`config.mk`:
```
export PLATFORM = sky130hd
export DESIGN_NAME = rstirq_ctrl
export DESIGN_NICKNAME = d
export VERILOG_FILES = /design/src/shared/rstirq_pkg.sv /design/src/verilog/rstirq_ctrl.sv
export VERILOG_INCLUDE_DIRS = /design/src /design/src/shared
export SDC_FILE = /design/constraint.sdc
export NUM_CORES = 1
export LEC_CHECK = 0
export CAP_MARGIN = 20
export CORE_ASPECT_RATIO = 1.1
export CORE_UTILIZATION = 42
export DETAILED_ROUTE_END_ITERATION = 6
export DONT_BUFFER_PORTS = 1
export GPL_TIMING_DRIVEN = 0
export SLEW_MARGIN = 25
export SYNTH_ARGS = -nofsm -noshare
export SYNTH_HDL_FRONTEND = slang
export SYNTH_SLANG_ARGS = --single-unit
```
`constraint.sdc`:
```
create_clock -name mclk -period 2.6 [get_ports mclk]
set_input_delay 0.52 -clock mclk [delete_from_list [all_inputs] [get_ports mclk]]
set_output_delay 0.52 -clock mclk [all_outputs]
set_load 0.05 [all_outputs]
```
`src/shared/rstirq_params.svh`:
```
`ifndef RSTIRQ_PARAMS_SVH
`define RSTIRQ_PARAMS_SVH

`define RSTIRQ_VEC_RESET 16'h0FFE
`define RSTIRQ_VEC_SWI 16'h0FFC
`define RSTIRQ_VEC_EXT 16'h0FFA
`define RSTIRQ_VEC_CT 16'h0FF8
`define RSTIRQ_VEC_PT 16'h0FF6

`define RSTIRQ_RAM_LO 16'h0080
`define RSTIRQ_RAM_HI 16'h00FF
`define RSTIRQ_EE_LO 16'h0100
`define RSTIRQ_EE_HI 16'h017F
`define RSTIRQ_PROG_LO 16'h0300
`define RSTIRQ_PROG_HI 16'h0EFF
`define RSTIRQ_VTAB_LO 16'h0FF6
`define RSTIRQ_VTAB_HI 16'h0FFF

`define RSTIRQ_REG_CTRL 6'h00
`define RSTIRQ_REG_STAT 6'h01
`define RSTIRQ_REG_COUNT 6'h02
`define RSTIRQ_REG_WDOG 6'h03

`define RSTIRQ_CTL_EXT_LEVEL 0
`define RSTIRQ_CTL_WDOG_OPT 1
`define RSTIRQ_CTL_RT_IE 2
`define RSTIRQ_CTL_WRAP_IE 3
`define RSTIRQ_CTL_KBD_IE 4
`define RSTIRQ_CTL_RESET 16'h0F00

`define RSTIRQ_ST_RTF 0
`define RSTIRQ_ST_CTF 1
`define RSTIRQ_ST_KSF 2
`define RSTIRQ_ST_EXT 3
`define RSTIRQ_CAUSE_POR 0
`define RSTIRQ_CAUSE_PIN 1
`define RSTIRQ_CAUSE_ILL 2
`define RSTIRQ_CAUSE_WDOG 3

`define RSTIRQ_CLK_NS 5
`define RSTIRQ_TCYC_NS 5
`define RSTIRQ_RST_PIN_MIN_TCYC_X10 15
`define RSTIRQ_RST_PIN_MIN_CYC \
  ((`RSTIRQ_RST_PIN_MIN_TCYC_X10 * `RSTIRQ_TCYC_NS + 10 * `RSTIRQ_CLK_NS - 1) / (10 * `RSTIRQ_CLK_NS))
`define RSTIRQ_POR_DELAY_CYCLES 4064
`define RSTIRQ_WDOG_CYCLES 262144
`define RSTIRQ_POR_CNT_W 16
`define RSTIRQ_WDOG_CNT_W 20
`define RSTIRQ_STACK_FRAME 3'h5
`define RSTIRQ_SP_RESET 6'h3F

`endif

```
`src/shared/rstirq_pkg.sv`:
```
`include "rstirq_params.svh"

package rstirq_pkg;

  typedef enum logic [1:0] {
    ST_RESET,
    ST_RUN,
    ST_STACK,
    ST_UNSTACK
  } rstirq_state_e;

  typedef struct packed {
    rstirq_state_e st;
    logic [1:0] rpin_s;
    logic [1:0] irq_s;
    logic [1:0] mode_s;
    logic [5:0] kb_s1;
    logic [5:0] kb_s2;
    logic irq_prev;
    logic kb_prev;
    logic [1:0] rpin_cnt;
    logic [`RSTIRQ_POR_CNT_W-1:0] por_cnt;
    logic por_done;
    logic [`RSTIRQ_WDOG_CNT_W-1:0] wdog_cnt;
    logic [15:0] ctl;
    logic rtf;
    logic ctf;
    logic keypad_status_flag;
    logic ext_latch;
    logic [3:0] cause;
    logic [7:0] ct_cnt;
    logic [7:0] rt_cnt;
    logic mask;
    logic [5:0] sp;
    logic [2:0] fcnt;
    logic [15:0] vec;
    logic [15:0] vec_lo;
    logic vec_load;
    logic push;
    logic pop;
    logic [7:0] stk_addr;
    logic sys_reset;
    logic wake;
    logic op_mode;
    logic [31:0] prdata;
    logic pready;
    logic pslverr;
  } rstirq_regs_s;

endpackage : rstirq_pkg

```
`src/verilog/rstirq_ctrl.sv`:
```
// The APB interface to the registers and the address map are this design's own decisions.
`timescale 1ns/1ps
`include "rstirq_params.svh"

// How it works
// - Any reset restarts at 0FFE, sets mask
// - Power-up delay, then wait for pin high
// - Pin low 1.5 cycles resets; resume after
// - Fetch outside legal regions forces reset
// - Watchdog reset keeps current operating mode
// - Watchdog enable by build option or bit
// - Five sources; pin edge or edge-level
// - Entry stacks registers, then sets mask
// - Return unstacks, mask from stacked codes
// - Service only at boundary, unmasked, enabled
// - Power-on or pin reset clears enables
// - Fixed priority reset, trap, ext, ct, pt
// - Software trap ignores mask, higher than pending
// - Mask set blocks all maskable requests
// - External latch cleared on entry, relatches
// - Tick or wrap share core timer vector
// - Tick flag set after configured count
// - Wrap flag set on FF to 00
// - Vector high byte 0FFE, low 0FFF
// - Stop wakes on ext/keypad; wait also timers
// - Each entry uses five stack locations
module rstirq_ctrl
  import rstirq_pkg::*;
#(
  parameter int POR_CYCLES = `RSTIRQ_POR_DELAY_CYCLES,
  parameter int WDOG_CYCLES = `RSTIRQ_WDOG_CYCLES,
  parameter bit WDOG_PROGRAMMABLE = 1'b1,
  parameter bit WDOG_MASK_EN = 1'b1
) (
  input wire logic mclk,
  input wire logic rstn,
  input wire logic [7:0] paddr,
  input wire logic psel,
  input wire logic penable,
  input wire logic pwrite,
  input wire logic [31:0] pwdata,
  output logic [31:0] prdata,
  output logic pready,
  output logic pslverr,
  input wire logic rst_pin_n,
  input wire logic irq_pin_n,
  input wire logic [5:0] kbd_pins_n,
  input wire logic mode_pin,
  input wire logic prog_timer_req,
  input wire logic cpu_fetch,
  input wire logic [15:0] cpu_addr,
  input wire logic cpu_instr_done,
  input wire logic cpu_swi,
  input wire logic cpu_rti,
  input wire logic cpu_stacked_mask,
  input wire logic cpu_mask_set,
  input wire logic cpu_mask_clr,
  input wire logic cpu_stop,
  input wire logic cpu_wait,
  output logic sys_reset,
  output logic vector_load,
  output logic [15:0] vector_hi_addr,
  output logic [15:0] vector_lo_addr,
  output logic stack_push,
  output logic stack_pop,
  output logic [7:0] stack_addr,
  output logic mask_bit,
  output logic wake,
  output logic op_mode
);

  localparam int RST_PIN_MIN = `RSTIRQ_RST_PIN_MIN_CYC;

  function automatic logic legal_fetch(input logic [15:0] a);
    legal_fetch = (a >= `RSTIRQ_RAM_LO && a <= `RSTIRQ_RAM_HI) ||
                  (a >= `RSTIRQ_EE_LO && a <= `RSTIRQ_EE_HI) ||
                  (a >= `RSTIRQ_PROG_LO && a <= `RSTIRQ_PROG_HI) ||
                  (a >= `RSTIRQ_VTAB_LO && a <= `RSTIRQ_VTAB_HI);
  endfunction : legal_fetch

  rstirq_regs_s s;
  rstirq_regs_s next_s;

  logic wdog_en;
  logic wd_fire;
  logic pin_rst;
  logic ill_rst;
  logic irq_low;
  logic ext_req;
  logic kbd_req;
  logic ct_req;
  logic pt_req;

  assign wdog_en = WDOG_PROGRAMMABLE ? s.ctl[`RSTIRQ_CTL_WDOG_OPT] : WDOG_MASK_EN;
  assign wd_fire = wdog_en && (s.wdog_cnt == `RSTIRQ_WDOG_CNT_W'(WDOG_CYCLES - 1));
  // Low sample that completes the minimum width
  assign pin_rst = !s.rpin_s[1] && (s.rpin_cnt >= 2'(RST_PIN_MIN - 1));
  assign ill_rst = cpu_fetch && !legal_fetch(cpu_addr);
  assign irq_low = !s.irq_s[1];
  assign ext_req = s.ext_latch || (s.ctl[`RSTIRQ_CTL_EXT_LEVEL] && irq_low);
  assign kbd_req = s.keypad_status_flag && s.ctl[`RSTIRQ_CTL_KBD_IE];
  assign ct_req = (s.rtf && s.ctl[`RSTIRQ_CTL_RT_IE]) ||
                  (s.ctf && s.ctl[`RSTIRQ_CTL_WRAP_IE]);
  assign pt_req = prog_timer_req;

  always_comb begin
    logic wr;
    logic rd;
    logic [3:0] stat_clr;
    logic [3:0] cause_clr;
    logic [3:0] cause_set;
    logic ext_clr;
    logic rt_hit;
    logic kb_any;
    logic por_hold;
    logic [15:0] v;
    logic take;
    wr = 1'b0;
    rd = 1'b0;
    stat_clr = 4'h0;
    cause_clr = 4'h0;
    cause_set = 4'h0;
    ext_clr = 1'b0;
    rt_hit = 1'b0;
    kb_any = 1'b0;
    por_hold = 1'b0;
    v = `RSTIRQ_VEC_PT;
    take = 1'b0;
    next_s = s;
    // Pin synchronisers; stage 0 only feeds stage 1
    next_s.rpin_s = {s.rpin_s[0], rst_pin_n};
    next_s.irq_s = {s.irq_s[0], irq_pin_n};
    next_s.mode_s = {s.mode_s[0], mode_pin};
    next_s.kb_s1 = kbd_pins_n;
    next_s.kb_s2 = s.kb_s1;
    next_s.vec_load = 1'b0;
    next_s.push = 1'b0;
    next_s.pop = 1'b0;
    next_s.pready = 1'b0;
    next_s.pslverr = 1'b0;

    if (s.rpin_s[1]) begin
      next_s.rpin_cnt = 2'h0;
    end else if (s.rpin_cnt != 2'h3) begin
      next_s.rpin_cnt = s.rpin_cnt + 2'h1;
    end
    if (!s.por_done) begin
      por_hold = 1'b1;
      if (s.por_cnt == `RSTIRQ_POR_CNT_W'(POR_CYCLES - 1)) begin
        next_s.por_done = 1'b1;
      end else begin
        next_s.por_cnt = s.por_cnt + `RSTIRQ_POR_CNT_W'(1);
      end
    end

    // APB slave: one wait state, answer registered
    if (psel && penable && !s.pready) begin
      next_s.pready = 1'b1;
      next_s.prdata = 32'h0000_0000;
      case (paddr[7:2])
        `RSTIRQ_REG_CTRL: next_s.prdata = {16'h0000, s.ctl};
        `RSTIRQ_REG_STAT: next_s.prdata = {24'h000000, s.cause, s.ext_latch, s.keypad_status_flag, s.ctf, s.rtf};
        `RSTIRQ_REG_COUNT: next_s.prdata = {24'h000000, s.ct_cnt};
        `RSTIRQ_REG_WDOG: next_s.prdata = 32'h0000_0000;
        default: next_s.pslverr = 1'b1;
      endcase
    end
    wr = psel && penable && s.pready && pwrite && !s.pslverr;
    rd = psel && penable && s.pready && !pwrite;
    if (wr) begin
      case (paddr[7:2])
        `RSTIRQ_REG_CTRL: next_s.ctl = pwdata[15:0];
        `RSTIRQ_REG_STAT: begin
          stat_clr = {1'b0, pwdata[2:0]};
          cause_clr = pwdata[7:4];
        end
        default: stat_clr = 4'h0;
      endcase
    end

    // Core timer counter and tick divider
    next_s.ct_cnt = s.ct_cnt + 8'h01;
    if (s.ctl[`RSTIRQ_CTL_RT_IE]) begin
      if (s.rt_cnt >= s.ctl[15:8]) begin
        rt_hit = 1'b1;
        next_s.rt_cnt = 8'h00;
      end else begin
        next_s.rt_cnt = s.rt_cnt + 8'h01;
      end
    end else begin
      next_s.rt_cnt = 8'h00;
    end
    // Set beats a same-cycle software clear
    next_s.rtf = (s.rtf && !stat_clr[`RSTIRQ_ST_RTF]) || rt_hit;
    next_s.ctf = (s.ctf && !stat_clr[`RSTIRQ_ST_CTF]) ||
                 (s.ctl[`RSTIRQ_CTL_WRAP_IE] && s.ct_cnt == 8'hFF);
    kb_any = |(~s.kb_s2);
    next_s.kb_prev = kb_any;
    next_s.keypad_status_flag = (s.keypad_status_flag && !stat_clr[`RSTIRQ_ST_KSF]) || (kb_any && !s.kb_prev);
    next_s.irq_prev = irq_low;

    // Watchdog restart on a zero in bit 0
    // Firing clears the count so one timeout gives one reset cycle
    if (!wdog_en || wd_fire || s.st == ST_RESET ||
        (wr && paddr[7:2] == `RSTIRQ_REG_WDOG && !pwdata[0])) begin
      next_s.wdog_cnt = '0;
    end else if (!wd_fire) begin
      next_s.wdog_cnt = s.wdog_cnt + `RSTIRQ_WDOG_CNT_W'(1);
    end

    if (por_hold || pin_rst || ill_rst || wd_fire) begin
      next_s.st = ST_RESET;
      next_s.sys_reset = 1'b1;
      next_s.fcnt = 3'h0;
      cause_set = {wd_fire, ill_rst, pin_rst, por_hold};
      if (pin_rst || por_hold) begin
        // Watchdog and illegal fetch keep enables and mode
        next_s.ctl = `RSTIRQ_CTL_RESET;
        next_s.op_mode = s.mode_s[1];
        ext_clr = 1'b1;
      end
    end else begin
      case (s.st)
        ST_RESET: begin
          if (s.rpin_s[1]) begin
            next_s.st = ST_RUN;
            next_s.sys_reset = 1'b0;
            next_s.vec_load = 1'b1;
            next_s.vec = `RSTIRQ_VEC_RESET;
            next_s.vec_lo = {`RSTIRQ_VEC_RESET | 16'h0001};
            next_s.mask = 1'b1;
            next_s.sp = `RSTIRQ_SP_RESET;
          end
        end
        ST_RUN: begin
          if (cpu_mask_set) begin
            next_s.mask = 1'b1;
          end else if (cpu_mask_clr) begin
            next_s.mask = 1'b0;
          end
          if (cpu_rti) begin
            next_s.st = ST_UNSTACK;
            next_s.fcnt = `RSTIRQ_STACK_FRAME;
          end else if (cpu_instr_done) begin
            // Software trap is taken ahead of any pending source, masked or not
            if (cpu_swi) begin
              take = 1'b1;
              v = `RSTIRQ_VEC_SWI;
            end else if (!s.mask) begin
              take = ext_req || kbd_req || ct_req || pt_req;
              if (ext_req || kbd_req) begin
                v = `RSTIRQ_VEC_EXT;
                ext_clr = ext_req;
              end else if (ct_req) begin
                v = `RSTIRQ_VEC_CT;
              end else begin
                v = `RSTIRQ_VEC_PT;
              end
            end
          end
          if (take) begin
            next_s.st = ST_STACK;
            next_s.fcnt = `RSTIRQ_STACK_FRAME;
            next_s.vec = v;
            next_s.vec_lo = v | 16'h0001;
          end
        end
        ST_STACK: begin
          if (s.fcnt != 3'h0) begin
            next_s.push = 1'b1;
            next_s.stk_addr = {2'b11, s.sp};
            next_s.sp = s.sp - 6'h01;
            next_s.fcnt = s.fcnt - 3'h1;
          end else begin
            next_s.mask = 1'b1;
            next_s.vec_load = 1'b1;
            next_s.st = ST_RUN;
          end
        end
        ST_UNSTACK: begin
          if (s.fcnt != 3'h0) begin
            next_s.pop = 1'b1;
            next_s.stk_addr = {2'b11, 6'(s.sp + 6'h01)};
            next_s.sp = s.sp + 6'h01;
            next_s.fcnt = s.fcnt - 3'h1;
          end else begin
            next_s.mask = cpu_stacked_mask;
            next_s.st = ST_RUN;
          end
        end
        default: next_s.st = ST_RESET;
      endcase
    end
    next_s.cause = (s.cause & ~cause_clr) | cause_set;
    next_s.ext_latch = (s.ext_latch && !ext_clr) || (irq_low && !s.irq_prev);
    // Wake ignores the mask, as the core re-checks it on resuming
    next_s.wake = (cpu_stop && (ext_req || kbd_req)) ||
                  (cpu_wait && (ext_req || kbd_req || ct_req || pt_req));
    if (rd) begin
      next_s.prdata = s.prdata;
    end
  end

  always_ff @(posedge mclk) begin
    if (!rstn) begin
      s <= '0;
      s.st <= ST_RESET;
      s.rpin_s <= 2'b11;
      s.irq_s <= 2'b11;
      s.kb_s1 <= 6'h3F;
      s.kb_s2 <= 6'h3F;
      s.ctl <= `RSTIRQ_CTL_RESET;
      s.cause <= 4'h1;
      s.mask <= 1'b1;
      s.sp <= `RSTIRQ_SP_RESET;
      s.sys_reset <= 1'b1;
      s.vec <= `RSTIRQ_VEC_RESET;
      s.vec_lo <= 16'h0FFF;
    end else begin
      s <= next_s;
    end
  end

  assign prdata = s.prdata;
  assign pready = s.pready;
  assign pslverr = s.pslverr;
  assign sys_reset = s.sys_reset;
  assign vector_load = s.vec_load;
  assign vector_hi_addr = s.vec;
  assign vector_lo_addr = s.vec_lo;
  assign stack_push = s.push;
  assign stack_pop = s.pop;
  assign stack_addr = s.stk_addr;
  assign mask_bit = s.mask;
  assign wake = s.wake;
  assign op_mode = s.op_mode;
endmodule : rstirq_ctrl
```
==> metrics.txt <==
Achievable Freq=422 MHz; status=finished, final reports clean; Core Area=16400 um^2; wire per inst=14.6 um; Hold Path Class=primary input to flip-flop; GR Util All Layers=18.3%; sequential cell area fraction in the yosys report=41.3%; largest net degree at the start of global routing=19; total gr overflow=0; kind of critical path=flip-flop to flip-flop; Initial DRT Pass Iterations=5; non-filler cells in the finished layout=1066; skew final=0.00720 ns; Clk Latency, worst-skew pair=0.43 ns; Via density=5.03; Arr. time, crit path=2.65 ns; CTS Root Cell=clkbuf_16; RSZ-0062 raised after global routing=false; Slew @ Worst Pin=0.784 ns; Post-CTS Setup Inserts=0; Chip Height=138 um; Die X=126 um; H-tree levels=4; pre-CTS worst setup slack=-0.0293 ns; worst hold start=kbd_pins_n[4]; Tot Pwr=5.09 mW; HPWL Detailed=11400 um; Cell Area, Synth=7080 um^2; CP Launch Type=flip-flop; Max Buffers Root-to-Sink=2; syn avg cell area=8.78 um^2; leading cell type by number of instances after synthesis=dfxtp_1; final setup violation count=0; Worst Setup SP=s[144]; hold_buf cts=0; Iter 0 DRT Violations=356; Crit Path Max Fanout=10; CTS Buf Count=17; Die ar.=17400 um^2; Final Routed Wirelength=15600 um; fin util=49.0%; CTS tree=built; pwr dens=633 nW/um^2; Reg2Reg Setup Slack=0.23 ns; # DRC=0; routed via count=5362; leading post-synthesis cells by cell area=dfxtp_1, buf_4, nor2_1; Post-synth top flop=dfxtp_1; Initial Util=43.1%; max cap viols=0; CTS Sinks=146; row cnt=49; Tmin final=2.37 ns; worst reg-to-reg path cell count=8; final hold vios=0; register bit total from synthesis=146; Worst-path clk slew=0.06 ns; number of global-route vias before repair=4893; cell count after placement=1035; Peak VDD IR=0.000425 V; Post-DRT Antenna Nets=0; Synth top area share=41.3%; Worst Setup End Kind=flip-flop; Post-synth EDFFs=0; most frequent cells after synthesis=dfxtp_1, buf_4, nor2_1; I/O Pins=161; Worst Slack Setup Final=0.230 ns; hold path depth=1; post-route clock period utilization=91.2%; Fill cells=1606; CP required=2.88 ns; FF-to-FF End=mask_bit; ys async rst share=0%; Synth-to-Final Area Change=13.6%; WHS Endpoint=next_s[175]; Max-slew headroom=47.5%; initial antenna violation count=0; Crit Reg-Reg Startpoint=s[144]; port bufs=0; Yosys cell types=61; Max Slew Vio Count=0; Mapped Cells=807; Leak Pwr=3.25 nW; first-pass GRT wire length=25200 um; largest area contributor in the synthesized netlist=dfxtp_1; Post-Route Setup TNS=0 ns; # diodes=0; Layout Nets=948; share of post-route cells with drive strength above 1=13.8%; YS warnings=0; global placer's final weighted congestion=0.847
==> final cells by class <==
type,count,area (um^2),area share [%]
clock buffers,21,460,5.72
inverters,31,116,1.45
clock inverters,10,158,1.96
plain buffers,105,693,8.61
well taps,204,255,3.17
multi-input cells,549,3440,42.8
flip-flops and latches,146,2920,36.3
==> where the power goes <==
| part | switching (mW) | internal, mW | leakage [nW] |
|---|---|---|---|
| clock | 0.923 | 1.64 | 0.295 |
| combinational | 0.154 | 0.0753 | 1.77 |
| sequential | 0.0287 | 2.27 | 1.18 |
==> worst max-delay path, cell delays in order (launching register included) <==
cell and delay [ns]:
dfxtp_1 0.41, nand4_1 0.21, nor4_1 0.54, a32oi_1 0.24
and3_1 0.22, buf_2 0.18, buf_2 0.21, a21oi_1 0.13
o21ai_0 0.09
==> state kept, by name (all words and copies together), names as in the netlist <==
signal and cells:
stack_pop 1, next_s 9, prdata 16, stack_addr 7, vector_hi_addr 4, op_mode 1, sys_reset 1, s 101
stack_push 1, wake 1, pslverr 1, vector_load 1, pready 1, mask_bit 1
==> through the flow <==
step / hold WS (ns) / cell area [um^2]
floorplan: 0.386 / 7170
global placement: 0.394 / 7430
detailed placement: 0.392 / 7430
CTS: 0.180 / 8050
global route: 0.183 / 8050
finish: 0.190 / 8050
==> metal layers <==
layer  share of wire [%]  global-route usage (%)  wire length (um)
met1                  47                    24.2              7270
met2                  46                    28.7              7210
met3                 5.2                    4.30               814
met4                 1.9                    7.67               297
met5                   0                       0                 0
==> repair_timing <==
item	CTS	global route
endpoints found under the hold margin	0	0
gates resized for setup	0	1
endpoints found under the setup margin	0	1
==> placed cells by master, fill, tap and decap left out, drive strengths merged, types with 19 or more instances in the layout <==
cell	synthesis	layout
nand3	26	26
dfxtp	146	146
nor2	71	71
and3	19	19
a21oi	23	23
buf	79	79
nand2b	22	22
o21ai	29	29
nor3	21	21
inv	31	31
conb	1	25
xnor2	20	20
and2	28	28
nor2b	26	26
nand2	50	50
mux2i	25	25
clkbuf	26	47
xor2	24	24
==> worst max-delay path by stage <==
stage	endpoint	slack, ns	cells past startpoint
floorplan	s[122]	0.25	7
global placement	s[134]	0.004	7
detailed placement	s[138]	-0.03	7
CTS	vector_load	0.18	8
global route	s[84]	0.0008	8
finish	mask_bit	0.23	8
==> kinds of logic after synthesis <==
kind of cell	share of synthesized area, %
AO/OA/AOI/OAI	11.9
other	0.0529
multiplexers	3.69
XOR/XNOR	5.44
flip-flops	41.3
adder cells (fa/ha/maj)	3.18
buffers and inverters	11.4
AND/OR/NAND/NOR	23.1
Power figures use the tool's default switching activity.
